File: config.mk
export PLATFORM = sky130hd
export DESIGN_NAME = xcvr_diag_ctrl
export DESIGN_NICKNAME = d
export VERILOG_FILES = /design/src/verilog/xcvr_diag_pkg.sv /design/src/verilog/xcvr_diag_ctrl.sv
export VERILOG_INCLUDE_DIRS = /design/src /design/src/verilog
export SDC_FILE = /design/constraint.sdc
export NUM_CORES = 1
export LEC_CHECK = 0
export ABC_AREA = 1
export BUFFER_PORTS_ARGS = -buffer_cell sky130_fd_sc_hd__buf_4
export CELL_PAD_IN_SITES_DETAIL_PLACEMENT = 1
export CELL_PAD_IN_SITES_GLOBAL_PLACEMENT = 1
export CORE_ASPECT_RATIO = 1.75
export CORE_MARGIN = 2
export CORE_UTILIZATION = 36
export DETAILED_ROUTE_END_ITERATION = 16
export GPL_TIMING_DRIVEN = 0
export MAX_ROUTING_LAYER = met4
export PLACE_DENSITY_LB_ADDON = 0.05
export SYNTH_ARGS = -nofsm -noshare
export SYNTH_HDL_FRONTEND = slang
export SYNTH_SLANG_ARGS = --single-unit
File: constraint.sdc
create_clock -name clk_in -period 2 [get_ports clk_in]
set_clock_uncertainty 0.15 [all_clocks]
set_input_delay 0.3 -clock clk_in [delete_from_list [all_inputs] [get_ports clk_in]]
set_output_delay 0.3 -clock clk_in [all_outputs]
set_load 0.02 [all_outputs]
File: src/verilog/xcvr_diag_regs.svh
`ifndef XCVR_DIAG_REGS_SVH
`define XCVR_DIAG_REGS_SVH

// ----------------------------------------
// Serial bus address (7-bit form)
// ----------------------------------------
`define DEV_ADDR            7'h51

// ----------------------------------------
// Register offsets
// ----------------------------------------
`define OFS_SOFT_CTRL       8'h6E
`define OFS_LOOPBACK        8'h6F
`define OFS_ALARM_A         8'h70
`define OFS_ALARM_RX        8'h71
`define OFS_WARN_A          8'h74
`define OFS_WARN_RX         8'h75

// ----------------------------------------
// Soft control byte fields
// ----------------------------------------
`define SC_TX_OFF_PIN_BIT   7
`define SC_SOFT_TX_OFF_BIT  6
`define SC_TX_RATE_PIN_BIT  5
`define SC_RX_RATE_PIN_BIT  4
`define SC_SOFT_RX_RATE_BIT 3
`define SC_TX_FAULT_BIT     2
`define SC_RX_LOS_BIT       1
`define SC_DATA_READY_N_BIT 0

// ----------------------------------------
// Loopback byte fields
// ----------------------------------------
`define LB_OPT_FWD_BIT      3
`define LB_OPT_BIT          2
`define LB_ELEC_FWD_BIT     1
`define LB_ELEC_BIT         0
`define LB_WIDTH            4

// ----------------------------------------
// Reset values
// ----------------------------------------
`define RST_SOFT_BIT        1'b0
`define RST_LOOPBACK        4'h0
`define RST_FLAGS           8'h00

// ----------------------------------------
// Timing
// ----------------------------------------
`define SOFT_CMD_TIME_MS    100

`endif

File: src/verilog/xcvr_diag_pkg.sv
`default_nettype none

package xcvr_diag_pkg;

    typedef struct packed {
        logic [15:0] temp;
        logic [15:0] vcc;
        logic [15:0] bias;
        logic [15:0] tx_pwr;
        logic [15:0] rx_pwr;
    } mon_s;

    typedef struct packed {
        mon_s hi;
        mon_s lo;
    } thr_pair_s;

    typedef struct packed {
        thr_pair_s alarm;
        thr_pair_s warn;
    } thr_set_s;

    typedef struct packed {
        logic tx_off_pin;
        logic tx_rate_select_pin;
        logic rx_rate_select_pin;
        logic tx_fault;
        logic rx_los;
        logic data_ready_n;
    } status_pins_s;

    typedef struct packed {
        logic opt_rx_to_opt_tx;
        logic opt_rx_to_elec_rx;
        logic elec_tx_to_elec_rx;
        logic elec_tx_to_opt_tx;
    } route_s;

    typedef enum logic [2:0] {
        ST_IDLE,
        ST_DEV,
        ST_ACK,
        ST_PTR,
        ST_WDATA,
        ST_RDATA,
        ST_RACK
    } bus_state_e;

endpackage : xcvr_diag_pkg

`default_nettype wire

File: src/verilog/xcvr_diag_ctrl.sv
// Summary of operation
// - Soft commands act on hardware within 100 ms of the write completing.
// - Transmitter off when soft transmitter-off bit or transmitter-off pin is set.
// - High receive rate when soft receive-rate bit or receive rate pin is set.
// - Optical loopback bit routes received optical data to optical transmit output.
// - Electrical loopback bit routes electrical transmit data to electrical receive output.
// - Setting either loopback bit clears all other bits of the loopback byte.
// - Optical forward with loopback sends optical data to both outputs.
// - Setting optical forward sets optical loopback and clears the rest.
// - Electrical forward with loopback sends electrical data to both outputs.
// - Setting electrical forward sets electrical loopback and clears the rest.
// - Alarm byte A bits 7/6 flag temperature above high, below low.
// - Alarm byte A bits 5/4 flag supply voltage above high, below low.
// - Alarm byte A bits 3/2 flag bias current above high, below low.
// - Alarm byte A bits 1/0 flag transmit power above high, below low.
// - Alarm receive byte bits 7/6 flag receive power; bits 5-0 reserved.
// - Warning byte A mirrors alarm byte A using warning thresholds.
// - Warning receive byte bits 7/6 flag receive power; bits 5-0 reserved.
// - Temperature compares signed in 1/256 degree steps; others unsigned 16 bit.
// - Soft receive-rate bit ORs with its pin and resets to zero.
// - Soft control bit 7 reports live transmitter-off pin state.
`timescale 1ns/100ps
`default_nettype none

`include "xcvr_diag_regs.svh"

module xcvr_diag_ctrl #(
    parameter logic [6:0] DEV_ADDR = `DEV_ADDR
) (
    input  wire logic                        clk_in,
    input  wire logic                        rst_in,
    input  wire logic                        scl_in,
    input  wire logic                        sda_in,
    output var  logic                        sda_out,
    output var  logic                        sda_oe_out,
    input  wire xcvr_diag_pkg::status_pins_s pins_in,
    input  wire logic                        mon_update_in,
    input  wire xcvr_diag_pkg::mon_s         mon_in,
    input  wire xcvr_diag_pkg::thr_set_s     thr_in,
    output var  logic                        tx_disable_out,
    output var  logic                        rx_rate_high_out,
    output var  xcvr_diag_pkg::route_s       route_out
);

    // ----------------------------------------
    // Functions
    // ----------------------------------------
    // Returns {above_high, below_low}
    function automatic logic [1:0] cmp_pair(input logic [15:0] val,
                                            input logic [15:0] hi,
                                            input logic [15:0] lo,
                                            input logic        is_signed);
        logic above;
        logic below;
        above = is_signed ? ($signed(val) > $signed(hi)) : (val > hi);
        below = is_signed ? ($signed(val) < $signed(lo)) : (val < lo);
        cmp_pair = {above, below};
    endfunction : cmp_pair

    function automatic logic [7:0] flags_a(input xcvr_diag_pkg::mon_s      v,
                                           input xcvr_diag_pkg::thr_pair_s t);
        flags_a = {cmp_pair(v.temp,   t.hi.temp,   t.lo.temp,   1'b1),
                   cmp_pair(v.vcc,    t.hi.vcc,    t.lo.vcc,    1'b0),
                   cmp_pair(v.bias,   t.hi.bias,   t.lo.bias,   1'b0),
                   cmp_pair(v.tx_pwr, t.hi.tx_pwr, t.lo.tx_pwr, 1'b0)};
    endfunction : flags_a

    function automatic logic [7:0] flags_rx(input xcvr_diag_pkg::mon_s      v,
                                            input xcvr_diag_pkg::thr_pair_s t);
        flags_rx = {cmp_pair(v.rx_pwr, t.hi.rx_pwr, t.lo.rx_pwr, 1'b0), 6'h00};
    endfunction : flags_rx

    // One loopback bit per write; higher bit wins if several arrive together
    function automatic logic [`LB_WIDTH-1:0] lb_resolve(input logic [7:0] d);
        lb_resolve = `RST_LOOPBACK;
        if (d[`LB_OPT_FWD_BIT]) begin
            lb_resolve[`LB_OPT_FWD_BIT] = 1'b1;
            lb_resolve[`LB_OPT_BIT]     = 1'b1;
        end else if (d[`LB_OPT_BIT]) begin
            lb_resolve[`LB_OPT_BIT] = 1'b1;
        end else if (d[`LB_ELEC_FWD_BIT]) begin
            lb_resolve[`LB_ELEC_FWD_BIT] = 1'b1;
            lb_resolve[`LB_ELEC_BIT]     = 1'b1;
        end else if (d[`LB_ELEC_BIT]) begin
            lb_resolve[`LB_ELEC_BIT] = 1'b1;
        end
    endfunction : lb_resolve

    // ----------------------------------------
    // Input synchronisers
    // ----------------------------------------
    logic [7:0] sync1_reg;
    logic [7:0] sync2_reg;
    logic       scl_d_reg;
    logic       sda_d_reg;

    always_ff @(posedge clk_in) begin
        if (rst_in) begin
            sync1_reg <= 8'hC0;
            sync2_reg <= 8'hC0;
            scl_d_reg <= 1'b1;
            sda_d_reg <= 1'b1;
        end else begin
            sync1_reg <= {scl_in, sda_in, pins_in};
            sync2_reg <= sync1_reg;
            scl_d_reg <= sync2_reg[7];
            sda_d_reg <= sync2_reg[6];
        end
    end

    wire                        scl_s     = sync2_reg[7];
    wire                        sda_s     = sync2_reg[6];
    wire xcvr_diag_pkg::status_pins_s pins_s = sync2_reg[5:0];
    wire                        scl_rise  = scl_s & ~scl_d_reg;
    wire                        scl_fall  = ~scl_s & scl_d_reg;
    wire                        start_det = scl_s & scl_d_reg & sda_d_reg & ~sda_s;
    wire                        stop_det  = scl_s & scl_d_reg & ~sda_d_reg & sda_s;

    // ----------------------------------------
    // Register state
    // ----------------------------------------
    logic                  soft_tx_off_reg;
    logic                  soft_rx_rate_high_reg;
    logic [`LB_WIDTH-1:0]  loopback_reg;
    logic [7:0]            alarm_a_reg;
    logic [7:0]            alarm_rx_reg;
    logic [7:0]            warn_a_reg;
    logic [7:0]            warn_rx_reg;

    wire [7:0] soft_ctrl_rd = {pins_s.tx_off_pin,
                               soft_tx_off_reg,
                               pins_s.tx_rate_select_pin,
                               pins_s.rx_rate_select_pin,
                               soft_rx_rate_high_reg,
                               pins_s.tx_fault,
                               pins_s.rx_los,
                               pins_s.data_ready_n};

    // ----------------------------------------
    // Serial bus slave
    // ----------------------------------------
    xcvr_diag_pkg::bus_state_e state_reg;
    xcvr_diag_pkg::bus_state_e after_ack_reg;
    logic [7:0]                shift_reg;
    logic [3:0]                bit_cnt_reg;
    logic [7:0]                ptr_reg;
    logic                      rw_reg;
    logic                      nack_reg;
    logic                      sda_oe_reg;
    logic                      wr_en_reg;
    logic [7:0]                wr_addr_reg;
    logic [7:0]                wr_data_reg;

    wire [7:0] rd_byte = (ptr_reg == `OFS_SOFT_CTRL) ? soft_ctrl_rd :
                         (ptr_reg == `OFS_LOOPBACK)  ? {4'h0, loopback_reg} :
                         (ptr_reg == `OFS_ALARM_A)   ? alarm_a_reg :
                         (ptr_reg == `OFS_ALARM_RX)  ? alarm_rx_reg :
                         (ptr_reg == `OFS_WARN_A)    ? warn_a_reg :
                         (ptr_reg == `OFS_WARN_RX)   ? warn_rx_reg : 8'h00;

    wire       byte_done = (bit_cnt_reg == 4'h8);
    wire       rx_state  = (state_reg == xcvr_diag_pkg::ST_DEV) |
                           (state_reg == xcvr_diag_pkg::ST_PTR) |
                           (state_reg == xcvr_diag_pkg::ST_WDATA);
    wire       addr_hit  = (shift_reg[7:1] == DEV_ADDR);

    always_ff @(posedge clk_in) begin
        if (rst_in) begin
            state_reg     <= xcvr_diag_pkg::ST_IDLE;
            after_ack_reg <= xcvr_diag_pkg::ST_IDLE;
            shift_reg     <= 8'h00;
            bit_cnt_reg   <= 4'h0;
            ptr_reg       <= 8'h00;
            rw_reg        <= 1'b0;
            nack_reg      <= 1'b0;
            sda_oe_reg    <= 1'b0;
            wr_en_reg     <= 1'b0;
            wr_addr_reg   <= 8'h00;
            wr_data_reg   <= 8'h00;
        end else begin
            wr_en_reg <= 1'b0;
            if (start_det) begin
                state_reg   <= xcvr_diag_pkg::ST_DEV;
                bit_cnt_reg <= 4'h0;
                sda_oe_reg  <= 1'b0;
            end else if (stop_det) begin
                state_reg  <= xcvr_diag_pkg::ST_IDLE;
                sda_oe_reg <= 1'b0;
            end else if (rx_state && scl_rise && !byte_done) begin
                shift_reg   <= {shift_reg[6:0], sda_s};
                bit_cnt_reg <= bit_cnt_reg + 4'h1;
            end else if (scl_fall) begin
                case (state_reg)
                    xcvr_diag_pkg::ST_DEV: begin
                        if (byte_done && addr_hit) begin
                            rw_reg        <= shift_reg[0];
                            sda_oe_reg    <= 1'b1;
                            state_reg     <= xcvr_diag_pkg::ST_ACK;
                            after_ack_reg <= shift_reg[0] ? xcvr_diag_pkg::ST_RDATA
                                                          : xcvr_diag_pkg::ST_PTR;
                        end else if (byte_done) begin
                            state_reg <= xcvr_diag_pkg::ST_IDLE;
                        end
                    end
                    xcvr_diag_pkg::ST_PTR: begin
                        if (byte_done) begin
                            ptr_reg       <= shift_reg;
                            sda_oe_reg    <= 1'b1;
                            state_reg     <= xcvr_diag_pkg::ST_ACK;
                            after_ack_reg <= xcvr_diag_pkg::ST_WDATA;
                        end
                    end
                    xcvr_diag_pkg::ST_WDATA: begin
                        if (byte_done) begin
                            wr_en_reg     <= 1'b1;
                            wr_addr_reg   <= ptr_reg;
                            wr_data_reg   <= shift_reg;
                            ptr_reg       <= ptr_reg + 8'h01;
                            sda_oe_reg    <= 1'b1;
                            state_reg     <= xcvr_diag_pkg::ST_ACK;
                            after_ack_reg <= xcvr_diag_pkg::ST_WDATA;
                        end
                    end
                    xcvr_diag_pkg::ST_ACK: begin
                        bit_cnt_reg <= 4'h0;
                        state_reg   <= after_ack_reg;
                        if (after_ack_reg == xcvr_diag_pkg::ST_RDATA) begin
                            shift_reg  <= rd_byte;
                            sda_oe_reg <= ~rd_byte[7];
                            ptr_reg    <= ptr_reg + 8'h01;
                        end else begin
                            sda_oe_reg <= 1'b0;
                        end
                    end
                    xcvr_diag_pkg::ST_RDATA: begin
                        if (bit_cnt_reg == 4'h7) begin
                            sda_oe_reg <= 1'b0;
                            state_reg  <= xcvr_diag_pkg::ST_RACK;
                        end else begin
                            shift_reg   <= {shift_reg[6:0], 1'b0};
                            sda_oe_reg  <= ~shift_reg[6];
                            bit_cnt_reg <= bit_cnt_reg + 4'h1;
                        end
                    end
                    xcvr_diag_pkg::ST_RACK: begin
                        // Host NACK ends the burst; ACK streams the next byte
                        if (nack_reg) begin
                            state_reg <= xcvr_diag_pkg::ST_IDLE;
                        end else begin
                            bit_cnt_reg <= 4'h0;
                            shift_reg   <= rd_byte;
                            sda_oe_reg  <= ~rd_byte[7];
                            ptr_reg     <= ptr_reg + 8'h01;
                            state_reg   <= xcvr_diag_pkg::ST_RDATA;
                        end
                    end
                    default: begin
                        state_reg <= state_reg;
                    end
                endcase
            end else if (scl_rise && state_reg == xcvr_diag_pkg::ST_RACK) begin
                nack_reg <= sda_s;
            end
        end
    end

    // ----------------------------------------
    // Soft commands and loopback byte
    // ----------------------------------------
    wire wr_soft = wr_en_reg & (wr_addr_reg == `OFS_SOFT_CTRL);
    wire wr_lb   = wr_en_reg & (wr_addr_reg == `OFS_LOOPBACK);

    // Writes land two cycles after the data byte, far inside the response time
    always_ff @(posedge clk_in) begin
        if (rst_in) begin
            soft_tx_off_reg       <= `RST_SOFT_BIT;
            soft_rx_rate_high_reg <= `RST_SOFT_BIT;
            loopback_reg          <= `RST_LOOPBACK;
        end else begin
            if (wr_soft) begin
                soft_tx_off_reg       <= wr_data_reg[`SC_SOFT_TX_OFF_BIT];
                soft_rx_rate_high_reg <= wr_data_reg[`SC_SOFT_RX_RATE_BIT];
            end
            if (wr_lb) begin
                loopback_reg <= lb_resolve(wr_data_reg);
            end
        end
    end

    // ----------------------------------------
    // Flag evaluation
    // ----------------------------------------
    always_ff @(posedge clk_in) begin
        if (rst_in) begin
            alarm_a_reg  <= `RST_FLAGS;
            alarm_rx_reg <= `RST_FLAGS;
            warn_a_reg   <= `RST_FLAGS;
            warn_rx_reg  <= `RST_FLAGS;
        end else if (mon_update_in) begin
            alarm_a_reg  <= flags_a(mon_in, thr_in.alarm);
            alarm_rx_reg <= flags_rx(mon_in, thr_in.alarm);
            warn_a_reg   <= flags_a(mon_in, thr_in.warn);
            warn_rx_reg  <= flags_rx(mon_in, thr_in.warn);
        end
    end

    // ----------------------------------------
    // Hardware outputs
    // ----------------------------------------
    wire lb_opt  = loopback_reg[`LB_OPT_BIT];
    wire lb_elec = loopback_reg[`LB_ELEC_BIT];

    always_ff @(posedge clk_in) begin
        if (rst_in) begin
            tx_disable_out   <= 1'b0;
            rx_rate_high_out <= 1'b0;
            route_out        <= '0;
            sda_out          <= 1'b0;
            sda_oe_out       <= 1'b0;
        end else begin
            tx_disable_out   <= soft_tx_off_reg | pins_s.tx_off_pin;
            rx_rate_high_out <= soft_rx_rate_high_reg | pins_s.rx_rate_select_pin;
            route_out.opt_rx_to_opt_tx   <= lb_opt;
            route_out.opt_rx_to_elec_rx  <= lb_opt & loopback_reg[`LB_OPT_FWD_BIT];
            route_out.elec_tx_to_elec_rx <= lb_elec;
            route_out.elec_tx_to_opt_tx  <= lb_elec & loopback_reg[`LB_ELEC_FWD_BIT];
            sda_out    <= 1'b0;
            sda_oe_out <= sda_oe_reg;
        end
    end

endmodule : xcvr_diag_ctrl

`default_nettype wire

# Word-level counts from Yosys, hierarchy flattened
# Index checks and enable logic that the tools add are counted.
[classes]
n_addsub = 2
order_cmp = 20
n_eq_ne = 33
n_mux = 51
bitwise_logic = 26
n_reduce_logical = 25
[ops]
columns = ["operator", "n"]
rows = [
  ["greater-than comparator 16 bit", 10],
  ["less-than comparator 16 bit", 10],
  ["two-way mux 8 bit", 15],
  ["equality test 8 x 7 -> 1 bit (second input constant)", 8],
  ["one-hot mux 8 bit (4 select lines)", 1],
  ["two-way mux 3 bit", 8],
  ["one-hot mux 8 bit (3 select lines)", 1],
  ["AND reduction 6 bit", 4],
  ["two-way mux 1 bit", 16],
  ["two-way mux 4 bit", 4],
  ["one-hot mux 3 bit (5 select lines)", 1],
  ["AND reduction 7 bit", 2],
  ["equality test 3 bit (second input constant)", 4],
  ["!= test 3 bit (second input constant)", 4],
  ["one-hot mux 4 bit (3 select lines)", 1],
  ["AND 1 bit", 11],
  ["inverter 1 bit", 11],
  ["!= test 2 bit (second input constant)", 5],
  ["AND reduction 5 bit", 2],
  ["AND reduction 9 bit", 1],
  ["adder 8 x 1 -> 8 bit (second input constant)", 1],
  ["nonzero test 4 bit", 2],
  ["equality test 7 bit (second input constant)", 1],
  ["nonzero test 7 bit", 1],
  ["22 further kinds", 33],
]
[totals]
ff_bits = 95
in_bits = 411
out_inout_bits = 8

# Depth between registers and ports, before layout
# Gate-level depths: netlist (run 1).
[depth]
word_depth = 11
mapped_depth = 14
ltp_nobuf = 14

# Worst setup path before layout (run 1)
# OpenSTA, ideal clock, no wires.
[synth_path]
path_kind = "register -> register"
from = "register bit_cnt_reg[0]"
to = "register shift_reg[1]"
setup_time_ns = 0.115
arrival_time_ns = 1.410
required_ns = 1.735
setup_slack_ns = 0.326
path_stages_with_launch = 11
synth_period_minus_slack_ns = 1.674
path_cell_list = "dfxtp_1 -> inv_1 -> ha_1 -> nand3_2 -> nand3_4 -> nand2_4 -> nand3_4 -> inv_4 -> nand2_1 -> a21oi_2 -> nor2_1"
[synth_via]
elab_chain_cells = 5
[synth_lines]
columns = ["item", "line", "source"]
rows = [
  ["start: declaration", "xcvr_diag_ctrl.sv:145", "logic [3:0] bit_cnt_reg;"],
  ["start signal: assignment", "xcvr_diag_ctrl.sv:191", "bit_cnt_reg <= bit_cnt_reg + 4'h1;"],
  ["start signal: assignment", "xcvr_diag_ctrl.sv:242", "bit_cnt_reg <= bit_cnt_reg + 4'h1;"],
  ["equality test 4 bit", "xcvr_diag_ctrl.sv:161", "wire byte_done = (bit_cnt_reg == 4'h8);"],
  ["zero test 1 bit", "xcvr_diag_ctrl.sv:189", "end else if (rx_state && scl_rise && !byte_done) begin"],
  ["logical AND 1 bit", "xcvr_diag_ctrl.sv:189", ""],
  ["!= test 3 bit (no line) (tied with other cells)", "--", ""],
  ["AND reduction 7 bit (no line)", "--", ""],
  ["end signal: assignment", "xcvr_diag_ctrl.sv:190", "shift_reg <= {shift_reg[6:0], sda_s};"],
  ["end signal: assignment", "xcvr_diag_ctrl.sv:228", "shift_reg <= rd_byte;"],
  ["end signal: assignment", "xcvr_diag_ctrl.sv:240", "shift_reg <= {shift_reg[6:0], 1'b0};"],
  ["end: declaration", "xcvr_diag_ctrl.sv:144", "logic [7:0] shift_reg;"],
]
# Several ways; a longest one is shown, not always the timed one.
# A chain may end at the register's enable or synchronous reset.

# Worst setup path in the final report (run 1)
[layout_path]
from = "register ptr_reg[0]"
to = "register sda_oe_reg"
[layout_via]
elab_chain_cells = 10
[layout_lines]
columns = ["item", "line", "source"]
rows = [
  ["start: declaration", "xcvr_diag_ctrl.sv:146", "logic [7:0] ptr_reg;"],
  ["start signal: assignment", "xcvr_diag_ctrl.sv:207", "ptr_reg <= shift_reg;"],
  ["start signal: assignment", "xcvr_diag_ctrl.sv:218", "ptr_reg <= ptr_reg + 8'h01;"],
  ["start signal: assignment", "xcvr_diag_ctrl.sv:230", "ptr_reg <= ptr_reg + 8'h01;"],
  ["equality test 8 x 7 -> 1 bit (no line)", "--", ""],
  ["two-way mux 8 bit", "xcvr_diag_ctrl.sv:159", "(ptr_reg == `OFS_WARN_RX) ? warn_rx_reg : 8'h00;"],
  ["two-way mux 8 bit", "xcvr_diag_ctrl.sv:158", "(ptr_reg == `OFS_WARN_A) ? warn_a_reg :"],
  ["two-way mux 8 bit", "xcvr_diag_ctrl.sv:157", "(ptr_reg == `OFS_ALARM_RX) ? alarm_rx_reg :"],
  ["two-way mux 8 bit", "xcvr_diag_ctrl.sv:156", "(ptr_reg == `OFS_ALARM_A) ? alarm_a_reg :"],
  ["two-way mux 8 bit", "xcvr_diag_ctrl.sv:155", "(ptr_reg == `OFS_LOOPBACK) ? {4'h0, loopback_reg} :"],
  ["two-way mux 8 bit *", "xcvr_diag_ctrl.sv:154", "wire [7:0] rd_byte = (ptr_reg == `OFS_SOFT_CTRL) ? soft_ctrl_rd :"],
  ["inverter 1 bit *", "xcvr_diag_ctrl.sv:229, xcvr_diag_ctrl.sv:252", ""],
  ["two-way mux 1 bit, on equally long branches", "xcvr_diag_ctrl.sv:247, xcvr_diag_ctrl.sv:227", ""],
  ["one-hot mux 1 bit (5 select lines) *", "xcvr_diag_ctrl.sv:193", "case (state_reg)"],
  ["end signal: assignment", "xcvr_diag_ctrl.sv:229", "sda_oe_reg <= ~rd_byte[7];"],
  ["end signal: assignment", "xcvr_diag_ctrl.sv:241", "sda_oe_reg <= ~shift_reg[6];"],
  ["end signal: assignment", "xcvr_diag_ctrl.sv:252", "sda_oe_reg <= ~rd_byte[7];"],
  ["end: declaration", "xcvr_diag_ctrl.sv:149", "logic sda_oe_reg;"],
]
# Mark *: on every way between the ends. The rest lies on a longest branch, timed or not. The select of a mux whose other input is x is not followed.

==> results.json, run 1 <==
{
  "status": "finished, final reports clean",
  "p_leak_uw": 0.00952,
  "core_um2": 33500,
  "ys_warn_count": 0,
  "use_met1": 0.221,
  "ys_types": 46,
  "cts_tree": "yes",
  "setup_viol": 0,
  "cap_violations": 0,
  "hold_ws_ns": 0.00762,
  "synth-edff-count": 0,
  "syn_avg_cell_area_um2": 6.58,
  "critPathMaxFanout": 5,
  "die_y_um": 247,
  "async_reset_ff_frac": 0,
  "arrival_ns": 2.03,
  "preCtsSetupSlack_ns": -0.251,
  "grtUsageTotal": 0.266,
  "place_congestion": 0.899,
  "p_total_uw": 6070,
  "period_share": 0.943,
  "synth_simple_gate_area_frac": 0.221,
  "ioPinCount": 419,
  "first_pass_iters": 4,
  "clkLatencyLatePin_ns": 0.35,
  "vias_per_cell": 4.97,
  "dieArea_um2": 35400,
  "synth_cells": 1854,
  "tns_ns": 0,
  "cts_sinks": 93,
  "worstSetupPathType": "register to register",
  "synth_area_leaders": "ha_1 32%, dfxtp_1 15%, inv_1 14%",
  "fin_util": 0.488,
  "p_switching_uw": 2040,
  "row_count": 89,
  "yosys.area.top_type": "ha_1",
  "yosys-mux-area-fraction": 0,
  "drtIter0Drc": 270,
  "routedWlPerCell_um": 16.8,
  "tightest_slew_ns": 0.622,
  "syn_to_final_growth_pct": 34.1,
  "synth_fp_nets": 2581,
  "htree_num_levels": 3,
  "final_hold_viol_count": 0,
  "synth_top_cells_by_count": "446 x inv_1, 340 x nand2_1, 316 x ha_1, 212 x a21oi_1, 119 x nor2_1",
  "slew_viol_final": 0,
  "drive_above_1_share": 0.220,
  "fill_cells": 4503,
  "die_w_um": 143,
  "hpwl_mm": 42.2,
  "synthFlopType": "dfxtp_1",
  "syn-cell-area_um2": 12200,
  "seqPwrFrac": 0.320,
  "grtUsageMet2": 0.533,
  "yosysMostFrequentCell": "inv_1",
  "clkPwrFrac": 0.278,
  "ant_nets": 0,
  "synth-seq-area-share": 0.153,
  "setup_ws_ns": 0.114,
  "synth_top_family_by_area": "adder cells",
  "hp-class": "input port to register",
  "cp-start-kind": "register",
  "internal_power_uw": 4030,
  "root_buffer": "clkbuf_16",
  "final.min_clock_period_ns": 1.89,
  "crit_required_ns": 2.15,
  "grt_most_used_layer": "met2",
  "combPwrFrac": 0.403,
  "initial_core_util": 0.364,
  "cts_buffers": 9,
  "drc_errors": 0,
  "grt_pass1_vias": 14500,
  "clockBufferDepth": 2,
  "synthAdderAreaFrac": 0.324,
  "grt_max_degree": 17,
  "grt_antenna_before_repair": 16,
  "critPathCaptureType": "register",
  "overflow": 0,
  "synth_xor_area_frac": 0.00144,
  "ys_seq_elements": 93,
  "clk_pin_slew_ns": 0.07,
  "grtUsageMet3": 0.0507,
  "final_nets": 3017,
  "synth_compound_area_frac": 0.154,
  "max_freq_mhz": 530,
  "power.density_nw_per_um2": 371,
  "port_buffers": 417,
  "ir_drop_mv": 0.411,
  "vias": 13800,
  "drt-total-wl_mm": 46.4,
  "switching_share": 0.336,
  "yosysTopAreaCellShare": 0.324,
  "grt_first_pass_wirelength_mm": 71.0,
  "slew_headroom": 0.585
}
## cell usage in the layout, fill, tap and decap left out, types with 3 or more instances in the layout
master     count
o31ai_1        5
nor2_4         4
or2_2          8
nand4_1       17
o211ai_1       4
clkbuf_1      12
nand3_1       60
inv_1        442
o21a_1         4
nor2_2         3
nor3_1        34
o21ai_0       88
a21oi_1      212
nand2_1      338
clkbuf_16      9
nand3_4        5
diode_2       16
inv_2         10
nor3_2         3
nor4_1         3
and3_1         3
o21ai_1       15
a31oi_1        7
nor2_1       119
nand2_4        4
nand2_2       10
o31a_1         8
ha_1         315
buf_4        425
dfxtp_1       88
dfxtp_2        5
## critical path, cell delays in order, from the launching register on
cell,delay [ns]
dfxtp_2,0.35
inv_2,0.12
ha_2,0.21
inv_1,0.06
nor2_1,0.10
nand2_1,0.08
inv_2,0.10
nand2_1,0.06
nand2_1,0.06
nand2_1,0.07
nand2_1,0.12
nand3_1,0.13
nand3_1,0.11
nand2_1,0.06
inv_1,0.04
## routing by layer
| metal | vias up | routed length, µm | share of wire |
|---|---|---|---|
| met5 | - | 0 | 0 |
| met1 | 6412 | 14800 | 0.32 |
| li1 | 6871 | - | - |
| met3 | 127 | 2120 | 0.046 |
| met2 | 345 | 26500 | 0.57 |
| met4 | 0 | 2960 | 0.064 |
## through the flow
stage	area, µm²	instances
floorplan	12200	1854
global placement	15900	2726
detailed placement	15900	2726
CTS	16200	2744
global route	16300	2766
finish	16300	2766
## layout make-up
type / count / area (µm²) / share of cell area
inverters: 453 / 1700 / 0.104
well taps: 455 / 569 / 0.0348
diodes: 16 / 40.0 / 0.00245
clock buffers: 11 / 253 / 0.0155
repair buffers: 425 / 3200 / 0.195
multi-input cells: 1291 / 8600 / 0.526
clock inverters: 5 / 42.5 / 0.00260
plain buffers: 17 / 81.3 / 0.00497
flip-flops and latches: 93 / 1870 / 0.114
## cells by family after synthesis
family / Yosys count
other: 1
flip-flops: 93
AO/OA/AOI/OAI: 355
XOR/XNOR: 2
AND/OR/NAND/NOR: 617
adder cells (fa/ha/maj): 316
buffers and inverters: 470
## final timing paths
| check | start | end | slack (ns) | cells past startpoint |
|---|---|---|---|---|
| worst max-delay path | ptr_reg[0] | sda_oe_reg | 0.11 | 14 |
| worst min-delay path | pins_in[1] | sync1_reg[1] | 0.008 | 3 |
| worst max register to register | ptr_reg[0] | sda_oe_reg | 0.11 | 14 |
| worst min register to register | sync1_reg[5] | sync2_reg[5] | 0.25 | 2 |
## power groups by stage
stage	Clock [µW]	Sequential, µW	Combinational [µW]
after global placement	0	1980	2330
after global routing	1820	1940	2820
after CTS	1730	1940	2480
final	1690	1940	2440
after detailed placement	0	1980	2470
after floorplan	0	1970	1260
## repair_timing
item | in CTS | in global routing
setup buffers | 0 | 6
endpoints found under the setup margin | 17 | 27
cloned | 0 | 0
gates resized for setup | 7 | 12
hold buffers | 2 | 0
pin swaps | 0 | 2
endpoints found under the hold margin | 2 | 0
Note: power is estimated with default switching activity, not from simulation.
==> run 2: changes to the inputs <==
--- a/config.mk
+++ b/config.mk
@@ -11,12 +11,13 @@
 export CELL_PAD_IN_SITES_DETAIL_PLACEMENT = 1
 export CELL_PAD_IN_SITES_GLOBAL_PLACEMENT = 1
 export CORE_ASPECT_RATIO = 1.75
-export CORE_MARGIN = 2
+export CORE_MARGIN = 3
 export CORE_UTILIZATION = 36
 export DETAILED_ROUTE_END_ITERATION = 16
 export GPL_TIMING_DRIVEN = 0
 export MAX_ROUTING_LAYER = met4
 export PLACE_DENSITY_LB_ADDON = 0.05
+export RECOVER_POWER = 25
 export SYNTH_ARGS = -nofsm -noshare
 export SYNTH_HDL_FRONTEND = slang
 export SYNTH_SLANG_ARGS = --single-unit
==> results.json, run 2 (same netlist as run 1, synthesis figures left out) <==
{
  "routedWlPerCell_um": 17.1,
  "syn_to_final_growth_pct": 33.7,
  "vias": 13700,
  "cts_buffers": 9,
  "period_share": 0.941,
  "ir_drop_mv": 0.384,
  "cts_sinks": 93,
  "grt_antenna_before_repair": 7,
  "root_buffer": "clkbuf_16",
  "stdcell_count": 2754,
  "dp.cells": 2721,
  "slowest_delay_ns": 0.34,
  "die_w_um": 145,
  "cp_slowest_cell": "dfxtp_2",
  "r2r_start": "bit_cnt_reg[0]",
  "setup_ws_ns": 0.117,
  "first_pass_iters": 4,
  "min_from": "pins_in[3]",
  "grt_pass1_vias": 14800,
  "cap_violations": 0,
  "core_um2": 33100,
  "drt-total-wl_mm": 47.0,
  "crit_required_ns": 2.13,
  "drc_errors": 0,
  "grt_first_pass_wirelength_mm": 73.2,
  "r2r_slack_ns": 0.12,
  "clk_pin_slew_ns": 0.07,
  "place_congestion": 0.895,
  "cts_tree": "yes",
  "seq_area_um2": 1870,
  "final_hold_viol_count": 0,
  "crit_path_start": "bit_cnt_reg[0]",
  "tightest_slew_ns": 0.647,
  "slew_viol_final": 0,
  "hp-class": "input port to register",
  "final_nets": 3019,
  "clkLatencyLatePin_ns": 0.35,
  "final_cell_mix": "443 x inv_1, 416 x buf_4, 339 x nand2_1",
  "p_total_uw": 6080,
  "grt_max_degree": 19,
  "grtUsageTotal": 0.258,
  "row_count": 88,
  "ioPinCount": 419,
  "vias_per_cell": 4.97,
  "arrival_ns": 2.01,
  "cp-start-kind": "register",
  "htree_num_levels": 3,
  "die_y_um": 249,
  "multi_input_area_um2": 8590,
  "initial_core_util": 0.368,
  "slew_headroom": 0.569,
  "preCtsSetupSlack_ns": -0.123,
  "final_common_cell": "inv_1",
  "critPathMaxFanout": 10,
  "overflow": 0,
  "drive_above_1_share": 0.215,
  "status": "finished, final reports clean",
  "ant_nets": 0,
  "clockBufferDepth": 2,
  "fill_cells": 4497,
  "critPathCaptureType": "register",
  "drtIter0Drc": 299,
  "hpwl_mm": 42.9,
  "final.min_clock_period_ns": 1.88,
  "crit_path_cell_trace": "inv_1, ha_1, nand3_4, nand2_2, nand3_2, nor2_4, buf_6, o21ai_1, a31oi_1",
  "worstSetupPathType": "register to register",
  "p_leak_uw": 0.00949,
  "max_freq_mhz": 531,
  "port_buffers": 417,
  "setup_viol": 0,
  "dieArea_um2": 36200,
  "hold_ws_ns": 0.000272,
  "power.density_nw_per_um2": 373
}
## run 2: cell type report
| type | count | share of cell area |
|---|---|---|
| flip-flops and latches | 93 | 0.115 |
| well taps | 450 | 0.0345 |
| clock inverters | 7 | 0.00422 |
| clock buffers | 9 | 0.0138 |
| multi-input cells | 1291 | 0.527 |
| repair buffers | 427 | 0.195 |
| inverters | 453 | 0.105 |
| diodes | 7 | 0.00107 |
| plain buffers | 17 | 0.00499 |
## run 2: timing repair
item	CTS	global route
hold buffers	3	0
buffers inserted	1	6
resized for setup	4	14
endpoints found under the setup margin	17	23
hold endpoints to repair	3	0
pin swaps	0	6
## run 2: worst paths after layout
path,cells after the start,end
max,9,ptr_reg[3]
min,3,sync1_reg[3]
max reg2reg,9,ptr_reg[3]
min reg2reg,2,sync2_reg[1]
## run 2: power breakdown
group | total, µW | internal, µW | switching [µW]
Sequential | 1940 | 1910 | 32.9
Clock | 1690 | 876 | 815
Combinational | 2450 | 1190 | 1260
Total | 6080 | 3970 | 2110
## run 2: through the flow
step                      setup TNS (ns)  area [µm²]  utilization
after floorplan                        0       12200            -
after global placement            -0.336       15900        0.479
after detailed placement           -1.02       15900        0.479
after CTS                              0       16200        0.490
after global routing            -0.00739       16300        0.492
final                                  0       16300        0.492
## run 2: per-layer routing
metal / global-route usage / up-vias / wire (µm)
met2: 0.541 / 330 / 27600
li1: - / 6854 / -
met5: - / - / 0
met4: 0.106 / 0 / 2370
met1: 0.214 / 6404 / 14800
met3: 0.0494 / 97 / 2240
## run 2: worst max-delay path, delay by kind of cell (launching register included)
family | cells | cell delay (ns)
buffers and inverters | 2 | 0.26
adders and majority gates | 1 | 0.21
and+or+nand+nor | 4 | 0.63
DFF | 1 | 0.34
AOI/OAI and AO/OA | 2 | 0.22
==> run 3: changes to the inputs <==
--- a/config.mk
+++ b/config.mk
@@ -7,7 +7,7 @@
 export NUM_CORES = 1
 export LEC_CHECK = 0
 export ABC_AREA = 1
-export BUFFER_PORTS_ARGS = -buffer_cell sky130_fd_sc_hd__buf_4
+export BUFFER_PORTS_ARGS = -buffer_cell sky130_fd_sc_hd__buf_2
 export CELL_PAD_IN_SITES_DETAIL_PLACEMENT = 1
 export CELL_PAD_IN_SITES_GLOBAL_PLACEMENT = 1
 export CORE_ASPECT_RATIO = 1.75
@@ -15,8 +15,7 @@
 export CORE_UTILIZATION = 36
 export DETAILED_ROUTE_END_ITERATION = 16
 export GPL_TIMING_DRIVEN = 0
-export MAX_ROUTING_LAYER = met4
-export PLACE_DENSITY_LB_ADDON = 0.05
+export PLACE_DENSITY = 0.84
 export RECOVER_POWER = 25
 export SYNTH_ARGS = -nofsm -noshare
 export SYNTH_HDL_FRONTEND = slang
==> results.json, run 3 (same netlist as run 1, synthesis figures left out) <==
{
  "p_leak_uw": 0.00911,
  "grtUsageTotal": 0.250,
  "vias_per_cell": 5.04,
  "cts_sinks": 93,
  "place_congestion": 0.915,
  "power.density_nw_per_um2": 387,
  "ant_nets": 0,
  "port_buffers": 417,
  "p_switching_uw": 2080,
  "dieArea_um2": 36200,
  "worstSetupPathType": "register to register",
  "final_common_cell": "inv_1",
  "grt_antenna_before_repair": 24,
  "slew_viol_final": 0,
  "root_buffer": "clkbuf_16",
  "final.min_clock_period_ns": 1.87,
  "drt-total-wl_mm": 46.7,
  "setup_ws_ns": 0.129,
  "fin_util": 0.462,
  "ioPinCount": 419,
  "seq_area_um2": 1870,
  "syn_to_final_growth_pct": 25.5,
  "final_nets": 3015,
  "first_pass_iters": 6,
  "critPathCaptureType": "register",
  "slew_headroom": 0.571,
  "multi_input_area_um2": 8600,
  "final_hold_viol_count": 0,
  "hp-class": "input port to register",
  "crit_required_ns": 2.08,
  "htree_num_levels": 3,
  "setup_viol": 0,
  "grt_most_used_layer": "met2",
  "clockBufferDepth": 2,
  "routedWlPerCell_um": 16.9,
  "drive_above_1_share": 0.215,
  "clk_pin_slew_ns": 0.07,
  "preCtsSetupSlack_ns": -0.148,
  "internal_power_uw": 3850,
  "clkLatencyLatePin_ns": 0.34,
  "fill_cells": 4576,
  "arrival_ns": 1.95,
  "die_w_um": 145,
  "critPathMaxFanout": 10,
  "drtIter0Drc": 374,
  "grtUsageMet3": 0.0494,
  "grt_max_degree": 17,
  "vias": 13900,
  "max_freq_mhz": 535,
  "cap_violations": 0,
  "row_count": 88,
  "die_y_um": 249,
  "use_met1": 0.211,
  "grt_first_pass_wirelength_mm": 73.2,
  "grtUsageMet2": 0.512,
  "core_um2": 33100,
  "grt_pass1_vias": 15300,
  "cts_tree": "yes",
  "ir_drop_mv": 0.473,
  "initial_core_util": 0.368,
  "switching_share": 0.350,
  "overflow": 0,
  "clkPwrFrac": 0.292,
  "final_cell_mix": "441 x inv_1, 410 x buf_2, 337 x nand2_1",
  "hpwl_mm": 42.4,
  "period_share": 0.935,
  "cts_buffers": 9,
  "status": "finished, final reports clean",
  "seqPwrFrac": 0.328,
  "drc_errors": 0,
  "cp-start-kind": "register",
  "combPwrFrac": 0.381,
  "tightest_slew_ns": 0.644
}
## run 3: changes by cell type in the layout (fill, tap and decap cells not counted), moves of 3 or more
cell and delta:
inv_4 -3, dfxtp_2 -3, dfxtp_1 +3, inv_2 +4, diode_2 +19, buf_4 -411
buf_2 +409
## run 3: critical path: stages (launching register included)
cell     delay (ns)
dfxtp_1        0.43
inv_2          0.11
ha_1           0.20
inv_1          0.05
nor2_1         0.05
nand2_2        0.19
nand2_1        0.15
a21oi_1        0.15
nand2_1        0.10
nand3_1        0.10
a21oi_1        0.07
## run 3: layout make-up
type / instances / area share
Timing Repair Buffer: 422 / 0.139
Buffer: 17 / 0.00531
Clock buffer: 9 / 0.0147
Multi-Input combinational cell: 1291 / 0.562
Tap cell: 450 / 0.0368
Inverter: 453 / 0.111
Timing Repair inverter: 1 / 0.000327
Antenna cell: 26 / 0.00425
Sequential cell: 93 / 0.122
Clock inverter: 6 / 0.00482
## run 3: worst paths after layout
path	start	endpoint	slack (ns)	cells past startpoint
setup / recovery	ptr_reg[0]	shift_reg[0]	0.13	10
hold / removal	pins_in[0]	sync1_reg[0]	0.01	3
setup reg to reg	ptr_reg[0]	shift_reg[0]	0.13	10
hold reg to reg	sync1_reg[0]	sync2_reg[0]	0.26	2
## run 3: per-layer routing
metal | routed length, µm | share of wire
met1 | 14900 | 0.32
met2 | 26300 | 0.56
met3 | 2270 | 0.049
met4 | 3270 | 0.070
met5 | 0 | 0
## run 3: per-stage QoR
step / setup TNS [ns] / hold WS (ns) / area, µm² / power (µW) / instances
2_1_floorplan: 0 / 0.238 / 12200 / 3230 / 1854
3_5_place_dp: -1.31 / 0.245 / 14800 / 4250 / 2721
3_3_place_gp: -0.634 / 0.242 / 14800 / 4110 / 2721
5_1_grt: -0.0166 / 0.0101 / 15300 / 6440 / 2766
4_1_cts: 0 / 0.00748 / 15200 / 6000 / 2738
6_report: 0 / 0.0127 / 15300 / 5930 / 2768
## run 3: power by group through the flow
stage	Clock (µW)	Sequential, µW	Combinational [µW]
floorplan	0	1970	1260
global placement	0	1980	2120
detailed placement	0	1980	2270
CTS	1770	1940	2290
global route	1870	1950	2620
finish	1730	1940	2260
## run 3: timing repair
item                                   4_1_cts  5_1_grt
hold buffers                                 2        0
resized for setup                            2       19
pin swaps                                    0        2
endpoints found under the hold margin        2        0
setup endpoints to repair                   16       28
cloned                                       0        1
buffers inserted                             0        3
